===== config.mk =====
export PLATFORM = sky130hd
export DESIGN_NAME = lpm_pin_mux
export DESIGN_NICKNAME = d
export VERILOG_FILES = /design/src/lpm_sync2.v /design/src/lpm_pin_mux.v
export VERILOG_INCLUDE_DIRS = /design/src
export SDC_FILE = /design/constraint.sdc
export NUM_CORES = 1
export LEC_CHECK = 0
export BUFFER_PORTS_ARGS = -buffer_cell sky130_fd_sc_hd__buf_4
export CAP_MARGIN = 10
export CORE_UTILIZATION = 51
export DETAILED_ROUTE_END_ITERATION = 7
export PLACE_DENSITY_LB_ADDON = 0.12
export SLEW_MARGIN = 40
export SYNTH_ARGS = -nofsm -noshare
export SYNTH_HDL_FRONTEND = slang
export SYNTH_SLANG_ARGS = --single-unit

===== constraint.sdc =====
create_clock -name clk_sys -period 2.9 [get_ports clk_sys]
set_input_delay 0.435 -clock clk_sys [delete_from_list [all_inputs] [get_ports clk_sys]]
set_output_delay 0.435 -clock clk_sys [all_outputs]
set_load 0.02 [all_outputs]

===== src/lpm_defines.vh =====
// register offsets, field positions, panel type codes, reset values and gpio pin count for the panel pin mux
// assumes inclusion by bare name from the pin mux design files
`ifndef LPM_DEFINES_VH
`define LPM_DEFINES_VH

// register byte offsets, one aligned word each
`define LPM_CFG_OFS        12'h000
`define LPM_GPIO_DIR_OFS   12'h064
`define LPM_GPIO_OUT_OFS   12'h068
`define LPM_GPIO_IN_OFS    12'h06c
`define LPM_STATUS_OFS     12'h070

// configuration register fields
`define LPM_CFG_TYPE_LSB   0
`define LPM_CFG_TYPE_MSB   1
`define LPM_CFG_FMT1_BIT   2
`define LPM_CFG_ENMODE_BIT 3
`define LPM_CFG_GPOVAL_BIT 4
`define LPM_CFG_OUTEN_BIT  5

// panel type codes
`define LPM_TYPE_PASSIVE   2'h0
`define LPM_TYPE_TFT       2'h1
`define LPM_TYPE_DIRECT    2'h2

// reset values
`define LPM_CFG_RST        6'h00
`define LPM_GPIO_DIR_RST   3'h0
`define LPM_GPIO_OUT_RST   3'h0

// general-purpose pin count
`define LPM_GPIO_NUM       3

`endif


===== src/lpm_sync2.v =====
// two-stage synchroniser for a single level from outside the clock domain
// assumes the input is asynchronous to clk_sys; output lags by two edges
module lpm_sync2 (
    // clock and reset
    input  wire clk_sys,
    input  wire rstn,
    // level in and out
    input  wire asyncIn,
    output wire syncOut
);

    reg stageOne_ff;
    reg stageTwo_ff;

    always @(posedge clk_sys or negedge rstn) begin
        if (!rstn) begin
            stageOne_ff <= 1'b0;
            stageTwo_ff <= 1'b0;
        end else begin
            stageOne_ff <= asyncIn;
            stageTwo_ff <= stageOne_ff;
        end
    end

    assign syncOut = stageTwo_ff;

endmodule


===== src/lpm_pin_mux.v =====
// panel pin function mux: routes pixel bus, strobes, enable pin and gpio 0-2 per panel type
// assumes an apb master on clk_sys and a timing generator whose strobes arrive asynchronously
//
// Contract
// - drive the 18-bit pixel bus, all bits low during reset.
// - frame sync carries frame pulse, or start pulse in direct mode.
// - line sync carries line pulse, or latch pulse in direct mode.
// - shift output carries shift clock, or source clock in direct mode.
// - enable pin gives data valid for tft, or acts as plain output.
// - passive format 1 panels get a second shift clock on the enable pin.
// - all other panel types except tft get the backplane bias signal on the enable pin.
// - gpio 0 is plain io, or power-save control in direct mode.
// - gpio 0 floats during reset and is input after release.
// - gpio 1 is plain io, or gate-driver clock in direct mode.
// - gpio 1 floats during reset and is input after release.
// - gpio 2 is plain io, or polarity reversal in direct mode.
// - gpio 2 floats during reset and is input after release.
`include "lpm_defines.vh"

module lpm_pin_mux (
    // clock and reset
    input  wire        clk_sys,
    input  wire        rstn,
    // apb slave
    input  wire        psel,
    input  wire        penable,
    input  wire        pwrite,
    input  wire [11:0] paddr,
    input  wire [31:0] pwdata,
    output wire        pready,
    output reg  [31:0] prdata,
    output wire        pslverr,
    // timing generator inputs, asynchronous
    input  wire [17:0] pixelDataIn,
    input  wire        framePulseIn,
    input  wire        linePulseIn,
    input  wire        shiftClockIn,
    input  wire        dataValidIn,
    input  wire        secondShiftIn,
    input  wire        backplaneBiasIn,
    input  wire        directStartPulseIn,
    input  wire        directLatchPulseIn,
    input  wire        sourceClockIn,
    input  wire        panelPowerSaveIn,
    input  wire        gateDriverClockIn,
    input  wire        polarityReversalIn,
    // panel pins
    output reg  [17:0] panelPixelBus,
    output reg         frameSyncOut,
    output reg         lineSyncOut,
    output reg         pixelShiftOut,
    output reg         multiEnableOut,
    // general-purpose pins, three signals each
    input  wire [2:0]  gpioPinIn,
    output reg  [2:0]  gpioPinOut,
    output reg  [2:0]  gpioPinOe
);

    // configuration and gpio state
    reg  [5:0]  cfg_ff;
    reg  [2:0]  gpioDir_ff;
    reg  [2:0]  gpioOut_ff;
    reg  [2:0]  gpioInSync_ff;
    reg  [2:0]  gpioInMeta_ff;

    wire [1:0]  panelType  = cfg_ff[`LPM_CFG_TYPE_MSB:`LPM_CFG_TYPE_LSB];
    wire        fmtOne     = cfg_ff[`LPM_CFG_FMT1_BIT];
    wire        enableGpo  = cfg_ff[`LPM_CFG_ENMODE_BIT];
    wire        gpoValue   = cfg_ff[`LPM_CFG_GPOVAL_BIT];
    wire        outEnable  = cfg_ff[`LPM_CFG_OUTEN_BIT];
    wire        directMode = (panelType == `LPM_TYPE_DIRECT);

    // apb decode: zero wait state, unmapped reads zero with error
    wire        apbAccess  = psel & penable;
    wire        apbWrite   = apbAccess & pwrite;
    wire        hitCfg     = (paddr == `LPM_CFG_OFS);
    wire        hitDir     = (paddr == `LPM_GPIO_DIR_OFS);
    wire        hitOut     = (paddr == `LPM_GPIO_OUT_OFS);
    wire        hitIn      = (paddr == `LPM_GPIO_IN_OFS);
    wire        hitStat    = (paddr == `LPM_STATUS_OFS);
    wire        hitAny     = hitCfg | hitDir | hitOut | hitIn | hitStat;

    assign pready  = 1'b1;
    assign pslverr = apbAccess & ~hitAny;

    // type and format only change while output is off; avoids glitching a live panel
    wire        cfgLocked  = outEnable;

    always @(posedge clk_sys or negedge rstn) begin
        if (!rstn) begin
            cfg_ff     <= `LPM_CFG_RST;
            gpioDir_ff <= `LPM_GPIO_DIR_RST;
            gpioOut_ff <= `LPM_GPIO_OUT_RST;
        end else begin
            if (apbWrite && hitCfg) begin
                if (cfgLocked) begin
                    cfg_ff[`LPM_CFG_ENMODE_BIT] <= pwdata[`LPM_CFG_ENMODE_BIT];
                    cfg_ff[`LPM_CFG_GPOVAL_BIT] <= pwdata[`LPM_CFG_GPOVAL_BIT];
                    cfg_ff[`LPM_CFG_OUTEN_BIT]  <= pwdata[`LPM_CFG_OUTEN_BIT];
                end else begin
                    cfg_ff <= pwdata[5:0];
                end
            end
            if (apbWrite && hitDir) begin
                gpioDir_ff <= pwdata[2:0];
            end
            if (apbWrite && hitOut) begin
                gpioOut_ff <= pwdata[2:0];
            end
        end
    end

    always @* begin
        prdata = 32'h0000_0000;
        if (hitCfg) begin
            prdata[5:0] = cfg_ff;
        end else if (hitDir) begin
            prdata[2:0] = gpioDir_ff;
        end else if (hitOut) begin
            prdata[2:0] = gpioOut_ff;
        end else if (hitIn) begin
            prdata[2:0] = gpioInSync_ff;
        end else if (hitStat) begin
            prdata[0] = directMode;
            prdata[1] = outEnable;
            prdata[4:2] = gpioPinOe;
        end
    end

    // gpio input synchronisers, one two-flop vector for all three pins
    always @(posedge clk_sys or negedge rstn) begin
        if (!rstn) begin
            gpioInMeta_ff <= 3'h0;
            gpioInSync_ff <= 3'h0;
        end else begin
            gpioInMeta_ff <= gpioPinIn;
            gpioInSync_ff <= gpioInMeta_ff;
        end
    end

    // strobe and pixel synchronisers
    wire [17:0] pixelSync;
    wire [12:0] strobeSync;
    wire [12:0] strobeRaw = {polarityReversalIn, gateDriverClockIn, panelPowerSaveIn,
                             sourceClockIn, directLatchPulseIn, directStartPulseIn,
                             backplaneBiasIn, secondShiftIn, dataValidIn,
                             shiftClockIn, linePulseIn, framePulseIn, 1'b0};

    genvar gi;
    generate
        for (gi = 0; gi < 18; gi = gi + 1) begin : gPix
            lpm_sync2 uPixSync (
                .clk_sys (clk_sys),
                .rstn    (rstn),
                .asyncIn (pixelDataIn[gi]),
                .syncOut (pixelSync[gi])
            );
        end
        for (gi = 1; gi < 13; gi = gi + 1) begin : gStb
            lpm_sync2 uStbSync (
                .clk_sys (clk_sys),
                .rstn    (rstn),
                .asyncIn (strobeRaw[gi]),
                .syncOut (strobeSync[gi])
            );
        end
    endgenerate
    assign strobeSync[0] = 1'b0;

    wire sFrame   = strobeSync[1];
    wire sLine    = strobeSync[2];
    wire sShift   = strobeSync[3];
    wire sValid   = strobeSync[4];
    wire sShift2  = strobeSync[5];
    wire sBias    = strobeSync[6];
    wire sStart   = strobeSync[7];
    wire sLatch   = strobeSync[8];
    wire sSrcClk  = strobeSync[9];
    wire sPwrSave = strobeSync[10];
    wire sGateClk = strobeSync[11];
    wire sPolRev  = strobeSync[12];

    // next values of the panel pins
    reg  [17:0] nxt_pixel;
    reg         nxt_frame;
    reg         nxt_line;
    reg         nxt_shift;
    reg         nxt_enable;
    reg  [2:0]  nxt_gpioOut;
    reg  [2:0]  nxt_gpioOe;
    reg  [2:0]  altFunc;

    always @* begin
        nxt_pixel  = outEnable ? pixelSync : 18'h00000;
        nxt_frame  = 1'b0;
        nxt_line   = 1'b0;
        nxt_shift  = 1'b0;
        nxt_enable = 1'b0;
        if (outEnable) begin
            nxt_frame = directMode ? sStart  : sFrame;
            nxt_line  = directMode ? sLatch  : sLine;
            nxt_shift = directMode ? sSrcClk : sShift;
        end
        // gpo mode works even with panel output off
        if (enableGpo) begin
            nxt_enable = gpoValue;
        end else if (outEnable) begin
            case (panelType)
                `LPM_TYPE_TFT: begin
                    nxt_enable = sValid;
                end
                `LPM_TYPE_PASSIVE: begin
                    nxt_enable = fmtOne ? sShift2 : sBias;
                end
                default: begin
                    nxt_enable = sBias;
                end
            endcase
        end
    end

    // gpio pins: function select, direction register always gates the driver
    always @* begin
        altFunc     = {sPolRev, sGateClk, sPwrSave};
        nxt_gpioOe  = gpioDir_ff;
        nxt_gpioOut = (directMode && outEnable) ? altFunc : gpioOut_ff;
    end

    // panel and gpio pins registered; reset drives panel low, gpio undriven
    always @(posedge clk_sys or negedge rstn) begin
        if (!rstn) begin
            panelPixelBus  <= 18'h00000;
            frameSyncOut   <= 1'b0;
            lineSyncOut    <= 1'b0;
            pixelShiftOut  <= 1'b0;
            multiEnableOut <= 1'b0;
            gpioPinOut     <= 3'h0;
            gpioPinOe      <= 3'h0;
        end else begin
            panelPixelBus  <= nxt_pixel;
            frameSyncOut   <= nxt_frame;
            lineSyncOut    <= nxt_line;
            pixelShiftOut  <= nxt_shift;
            multiEnableOut <= nxt_enable;
            gpioPinOut     <= nxt_gpioOut;
            gpioPinOe      <= nxt_gpioOe;
        end
    end

endmodule


* After elaboration in Yosys (flattened, before gate mapping)
Cells that the tools add are included.
** Word-level totals
- Memories kept :: 0
- Logic and storage cells :: 116
- Bits in latches :: 0
- Register bits :: 106
- Bits in writable memories :: 0
- Memory bits (read-only) :: 0
** Cells by class
- $lt $le $gt $ge :: 0
- Divide/modulo/power cells :: 0
- Reduce and logical (&&, ||, !) cells :: 7
- Equality and inequality tests :: 6
- Multipliers :: 0
- Add/subtract/negate cells :: 0
- Multiplexer cells :: 21
- Bitwise logic cells :: 9
- Shifts and indexed selects :: 0
** Operators by type and width (number)
- == test 12 x 7 -> 1 bit, second input constant :: 4
- two-way mux 18 bit :: 1
- zero test 12 bit :: 1
- two-way mux 3 bit :: 4
- two-way mux 1 bit :: 10
- two-way mux 5 bit :: 2
- two-way mux 2 bit :: 3
- logical AND 1 bit :: 4
- OR 1 bit :: 4
- bitwise AND 1 bit :: 3
- == test 2 x 1 -> 1 bit, second input constant :: 1
- == test 2 bit, second input constant :: 1
- zero test 2 bit :: 1
- NOT 1 bit :: 2
- one-hot mux 1 bit (2 select lines) :: 1
- AND reduction 2 bit :: 1

* Longest topological paths before layout
- Depth in word-level cells :: 7
- Depth in mapped cells :: 5
- Depth with buffers taken out :: 4

* Hierarchy
From an unflattened synthesis, not the netlist that was laid out.
** Unflattened totals
- Cell total of the unflattened synthesis :: 250
- Area total of the unflattened synthesis :: 3692.3 um2
** Modules (own cells, without submodules)
- lpm_pin_mux :: times used 1, area an instance 2190.9 um2, cells an instance 190
- lpm_sync2 :: times used 30, area an instance 50.0 um2, cells an instance 2

* Worst setup path before layout
No wires, ideal clock.
- Kind :: input-to-output
- Start point :: input paddr[11]
- End point :: output prdata[0]
- Stages on the path :: 4
- Required time :: 2.465 ns
- Data arrival time :: 1.696 ns
- Path slack :: 0.769 ns
- Cells stage by stage :: or3_1 -> nor4_2 -> a22o_1 -> a2bb2oi_1
** Between the ends
- Word-level cells in the longest chain between the ends :: 6
- Elaborated cells between the ends (all ways) :: 10
- Those cells by class :: eq/ne: 4; mux: 5; reduce/logical: 1
** Ends and longest elaborated chain
- start, declared :: RTL line lpm_pin_mux.v:28 : input wire [11:0] paddr,
- == test 12 x 7 -> 1 bit (no source line)
- two-way mux 5 bit :: RTL line lpm_pin_mux.v:123 : end else if (hitStat) begin
- two-way mux 3 bit :: RTL line lpm_pin_mux.v:121 : end else if (hitIn) begin
- two-way mux 3 bit :: RTL line lpm_pin_mux.v:119 : end else if (hitOut) begin
- two-way mux 3 bit :: RTL line lpm_pin_mux.v:117 : end else if (hitDir) begin
- two-way mux 5 bit * :: RTL line lpm_pin_mux.v:115 : if (hitCfg) begin
- end, declared :: RTL line lpm_pin_mux.v:31 : output reg [31:0] prdata,
Every way passes the cells marked *; elsewhere a longest branch is shown, timed or not.

* Worst setup path after layout
Same ends and word-level chain as after synthesis.

==> metrics.log <==
INFO  metric status = finished, final reports clean
INFO  metric clockBufferDepth = 2
INFO  metric synth_area_leaders = sky130_fd_sc_hd__dfrtp_1, sky130_fd_sc_hd__buf_4, sky130_fd_sc_hd__mux2_2
INFO  metric path_cells = buf_4 -> or3_1 -> nor4_2 -> a22o_1 -> a2bb2oi_1 -> buf_4
INFO  metric detailedRoute.firstIterationViolations = 83
INFO  metric setup.reg_to_reg.worst_slack = 1320 ps
INFO  metric nets = 419
INFO  metric timing.setup.critical_path_class = in -> out
INFO  metric postRouteWirelength = 5670 µm
INFO  metric overflow = 0
INFO  metric reg2reg_depth = 3
INFO  metric fillCellCount = 528
INFO  metric critical-path-max-stage-delay = 420 ps
INFO  metric antennaDiodeCount = 0
INFO  metric yosysUniqueCellTypes = 38
INFO  metric cts_tree = yes
INFO  metric synthCells = 241
INFO  metric port_buffers = 90
INFO  metric worst_slew_pin_slew = 704 ps
INFO  metric critical_path.reg2reg.endpoint = gpioPinOut[0]$_DFF_PN0_
INFO  metric rsz0062_at_grt = no
INFO  metric cts-resized-gates = 0
INFO  metric fin_total_pwr = 2610 µW
INFO  metric viasPerCell = 4.60
INFO  metric clock.fmax = 438 MHz
INFO  metric synthesis.area_per_instance = 15.2 µm²
INFO  metric ir_worst_vdd = 0.000366 V
INFO  metric cpMostUsedCell = sky130_fd_sc_hd__buf_4
INFO  metric tritoncts.num_buffers = 9
INFO  metric multi_input_area = 873 µm²
INFO  metric vias = 2014
INFO  metric clock_tree.htree_level_count = 3
INFO  metric layout.core_utilization = 0.662
INFO  metric floorplan.io_pins = 144
INFO  metric ys.flop_type = sky130_fd_sc_hd__dfrtp_1
INFO  metric detail_route.wl_per_cell = 12.9 µm
INFO  metric final-setup-viol-count = 0
INFO  metric drt_pass1_iterations = 4
INFO  metric detailedPlacementHpwl = 3990 µm
INFO  metric cap_viol_max_count = 0
INFO  metric clk_latency = 360 ps
INFO  metric startpoint_type = input pin
INFO  metric regArea = 0.00265 mm²
INFO  metric synth_most_common_cell = sky130_fd_sc_hd__dfrtp_1
INFO  metric synth_top_area_cell = sky130_fd_sc_hd__dfrtp_1
INFO  metric path_clk_slew = 100 ps
INFO  metric floorplan.die_area = 0.00751 mm²
INFO  metric globalplace.congestion = 0.824
INFO  metric synth_top_cell_area_share = 0.725
INFO  metric critical_path_required = 2470 ps
INFO  metric worst-path-max-fanout = 2
INFO  metric yosys_register_bits = 106
INFO  metric floorplan.initialDensity = 0.532
INFO  metric finalClockSkew = 7.08 ps
INFO  metric finalHoldViolations = 0
INFO  metric detail-route-antenna-nets = 0
INFO  metric drc = 0
INFO  metric final_slew_violations = 0
INFO  metric grt_total_usage = 0.169
INFO  metric syn_to_final_growth = 24.4%
INFO  metric r2r-start = cfg_ff[0]$_DFFE_PN0P_
INFO  metric setup_total_negative_slack = 0 ps
INFO  metric hold_path_class = in -> async
INFO  metric synth_sequential_area_ratio = 0.725
INFO  metric p_per_area = 573 mW/mm²
INFO  metric final.min_clock_period = 2280 ps
INFO  metric die_width = 86.7 µm
INFO  metric grt_max_degree = 59
INFO  metric yosys_warnings = 0
INFO  metric coreArea = 0.00687 mm²
INFO  metric worst_path_max_delay_cell = sky130_fd_sc_hd__or3_1
INFO  metric power.static_leakage = 0.00227 µW
INFO  metric final_period_utilization = 0.787
INFO  metric final_layout_size_suffix_gt1_frac = 0.392
INFO  metric critPathCaptureType = output pin
INFO  metric via_count_of_the_first_global_routing_pass = 1950
INFO  metric antenna_found_initial = 0
INFO  metric slew_headroom = 0.531
INFO  metric timing.critical_path.to = prdata[0]
INFO  metric die-height = 86.7 µm
INFO  metric grt_first_pass_wirelength = 9260 µm
INFO  metric synth_area = 0.00366 mm²
INFO  metric clock_sinks = 106
INFO  metric hold_buf_cts = 0
INFO  metric yosys-top-cells-count = sky130_fd_sc_hd__dfrtp_1, sky130_fd_sc_hd__buf_4, sky130_fd_sc_hd__and2_1
INFO  metric cts-root-buf = sky130_fd_sc_hd__clkbuf_8
INFO  metric count_of_flip_flops_with_a_built_in_enable_after_synthesis = 0
INFO  metric synth-async-reset-ratio = 1.00
INFO  metric startpoint = paddr[11]
INFO  metric critPathArrivalTime = 1850 ps
INFO  metric row_count = 30
INFO  metric postCtsSetupRepairBufs = 0
## sequential cells by signal, summed over array words and instances (netlist names)
signal	flops
gpioInSync_ff	3
gpioOut_ff	3
gStb.uStbSync.stageOne_ff	12
gpioPinOut	3
gStb.uStbSync.syncOut	12
gpioInMeta_ff	3
panelPixelBus	18
frameSyncOut	1
pixelShiftOut	1
gPix.uPixSync.stageOne_ff	18
cfg_ff	6
gpioDir_ff	3
multiEnableOut	1
gPix.uPixSync.syncOut	18
lineSyncOut	1
gpioPinOe	3
## cells by family after synthesis
kind of cell	Yosys count	share of synthesized area
buffers and inverters	33	0.0616
muxes	18	0.0575
other	2	0.00205
DFF	106	0.725
and+or+nand+nor	64	0.119
AOI/OAI and AO/OA	18	0.0342
## cells in the final DEF (no fill, tap or decap), types with 4 or more instances in the layout
master and count:
sky130_fd_sc_hd__dfrtp_1 106, sky130_fd_sc_hd__buf_4 92, sky130_fd_sc_hd__conb_1 27, sky130_fd_sc_hd__and2_1 18, sky130_fd_sc_hd__mux2_2 12, sky130_fd_sc_hd__clkbuf_8 10, sky130_fd_sc_hd__nand2_1 6, sky130_fd_sc_hd__nand3_1 5
sky130_fd_sc_hd__nor2_1 5, sky130_fd_sc_hd__a21oi_1 4, sky130_fd_sc_hd__a22o_1 4, sky130_fd_sc_hd__nor2b_1 4
## per-stage QoR
| step | hold WS, ps | worst slack (ps) | area (µm²) | cells |
|---|---|---|---|---|
| after global routing | 147 | 456 | 4550 | 438 |
| after floorplan | 139 | 769 | 3750 | 266 |
| after detailed placement | 335 | 617 | 4340 | 422 |
| after global placement | 332 | 610 | 4340 | 422 |
| after CTS | 114 | 583 | 4550 | 438 |
| final | 97.4 | 618 | 4550 | 438 |
## critical path, delay by kind of cell
kind	cells	cell delay [ps]
AND/OR/NAND/NOR	2	770
AO/OA/AOI/OAI	2	360
buffers and inverters	2	280
## report_power, final
group,internal (µW),switching (µW),total (µW)
Sequential,1520,10.5,1530
Combinational,58.8,89.4,148
Clock,439,488,927
Total,2020,588,2610
## layer usage
| metal | part of all wire | GRT usage | vias to the layer above |
|---|---|---|---|
| met4 | 0.021 | 0.0742 | 0 |
| li1 | - | - | 946 |
| met5 | 0 | 0 | - |
| met1 | 0.43 | 0.218 | 984 |
| met3 | 0.053 | 0.0448 | 11 |
| met2 | 0.50 | 0.273 | 73 |
## worst min path at each step
stage / from / to / cells past startpoint / slack, ps
floorplan: rstn / cfg_ff[0]$_DFFE_PN0P_ / 0 / 140
global placement: gStb[3].uStbSync.stageOne_ff$_DFF_PN0_ / gStb[3].uStbSync.syncOut$_DFF_PN0_ / 0 / 330
detailed placement: gPix[0].uPixSync.stageOne_ff$_DFF_PN0_ / gPix[0].uPixSync.syncOut$_DFF_PN0_ / 0 / 330
CTS: rstn / panelPixelBus[14]$_DFF_PN0_ / 1 / 110
global route: rstn / panelPixelBus[4]$_DFF_PN0_ / 1 / 150
finish: rstn / panelPixelBus[5]$_DFF_PN0_ / 1 / 100
## layout make-up
class,instances,share of cell area
clock inverter,5,0.0149
tap,96,0.0264
sequential,106,0.583
inverter,1,0.000825
clock buffer,11,0.0311
timing repair buffer,92,0.152
multi-input combinational,127,0.192
(Power assumes the default switching activity.)
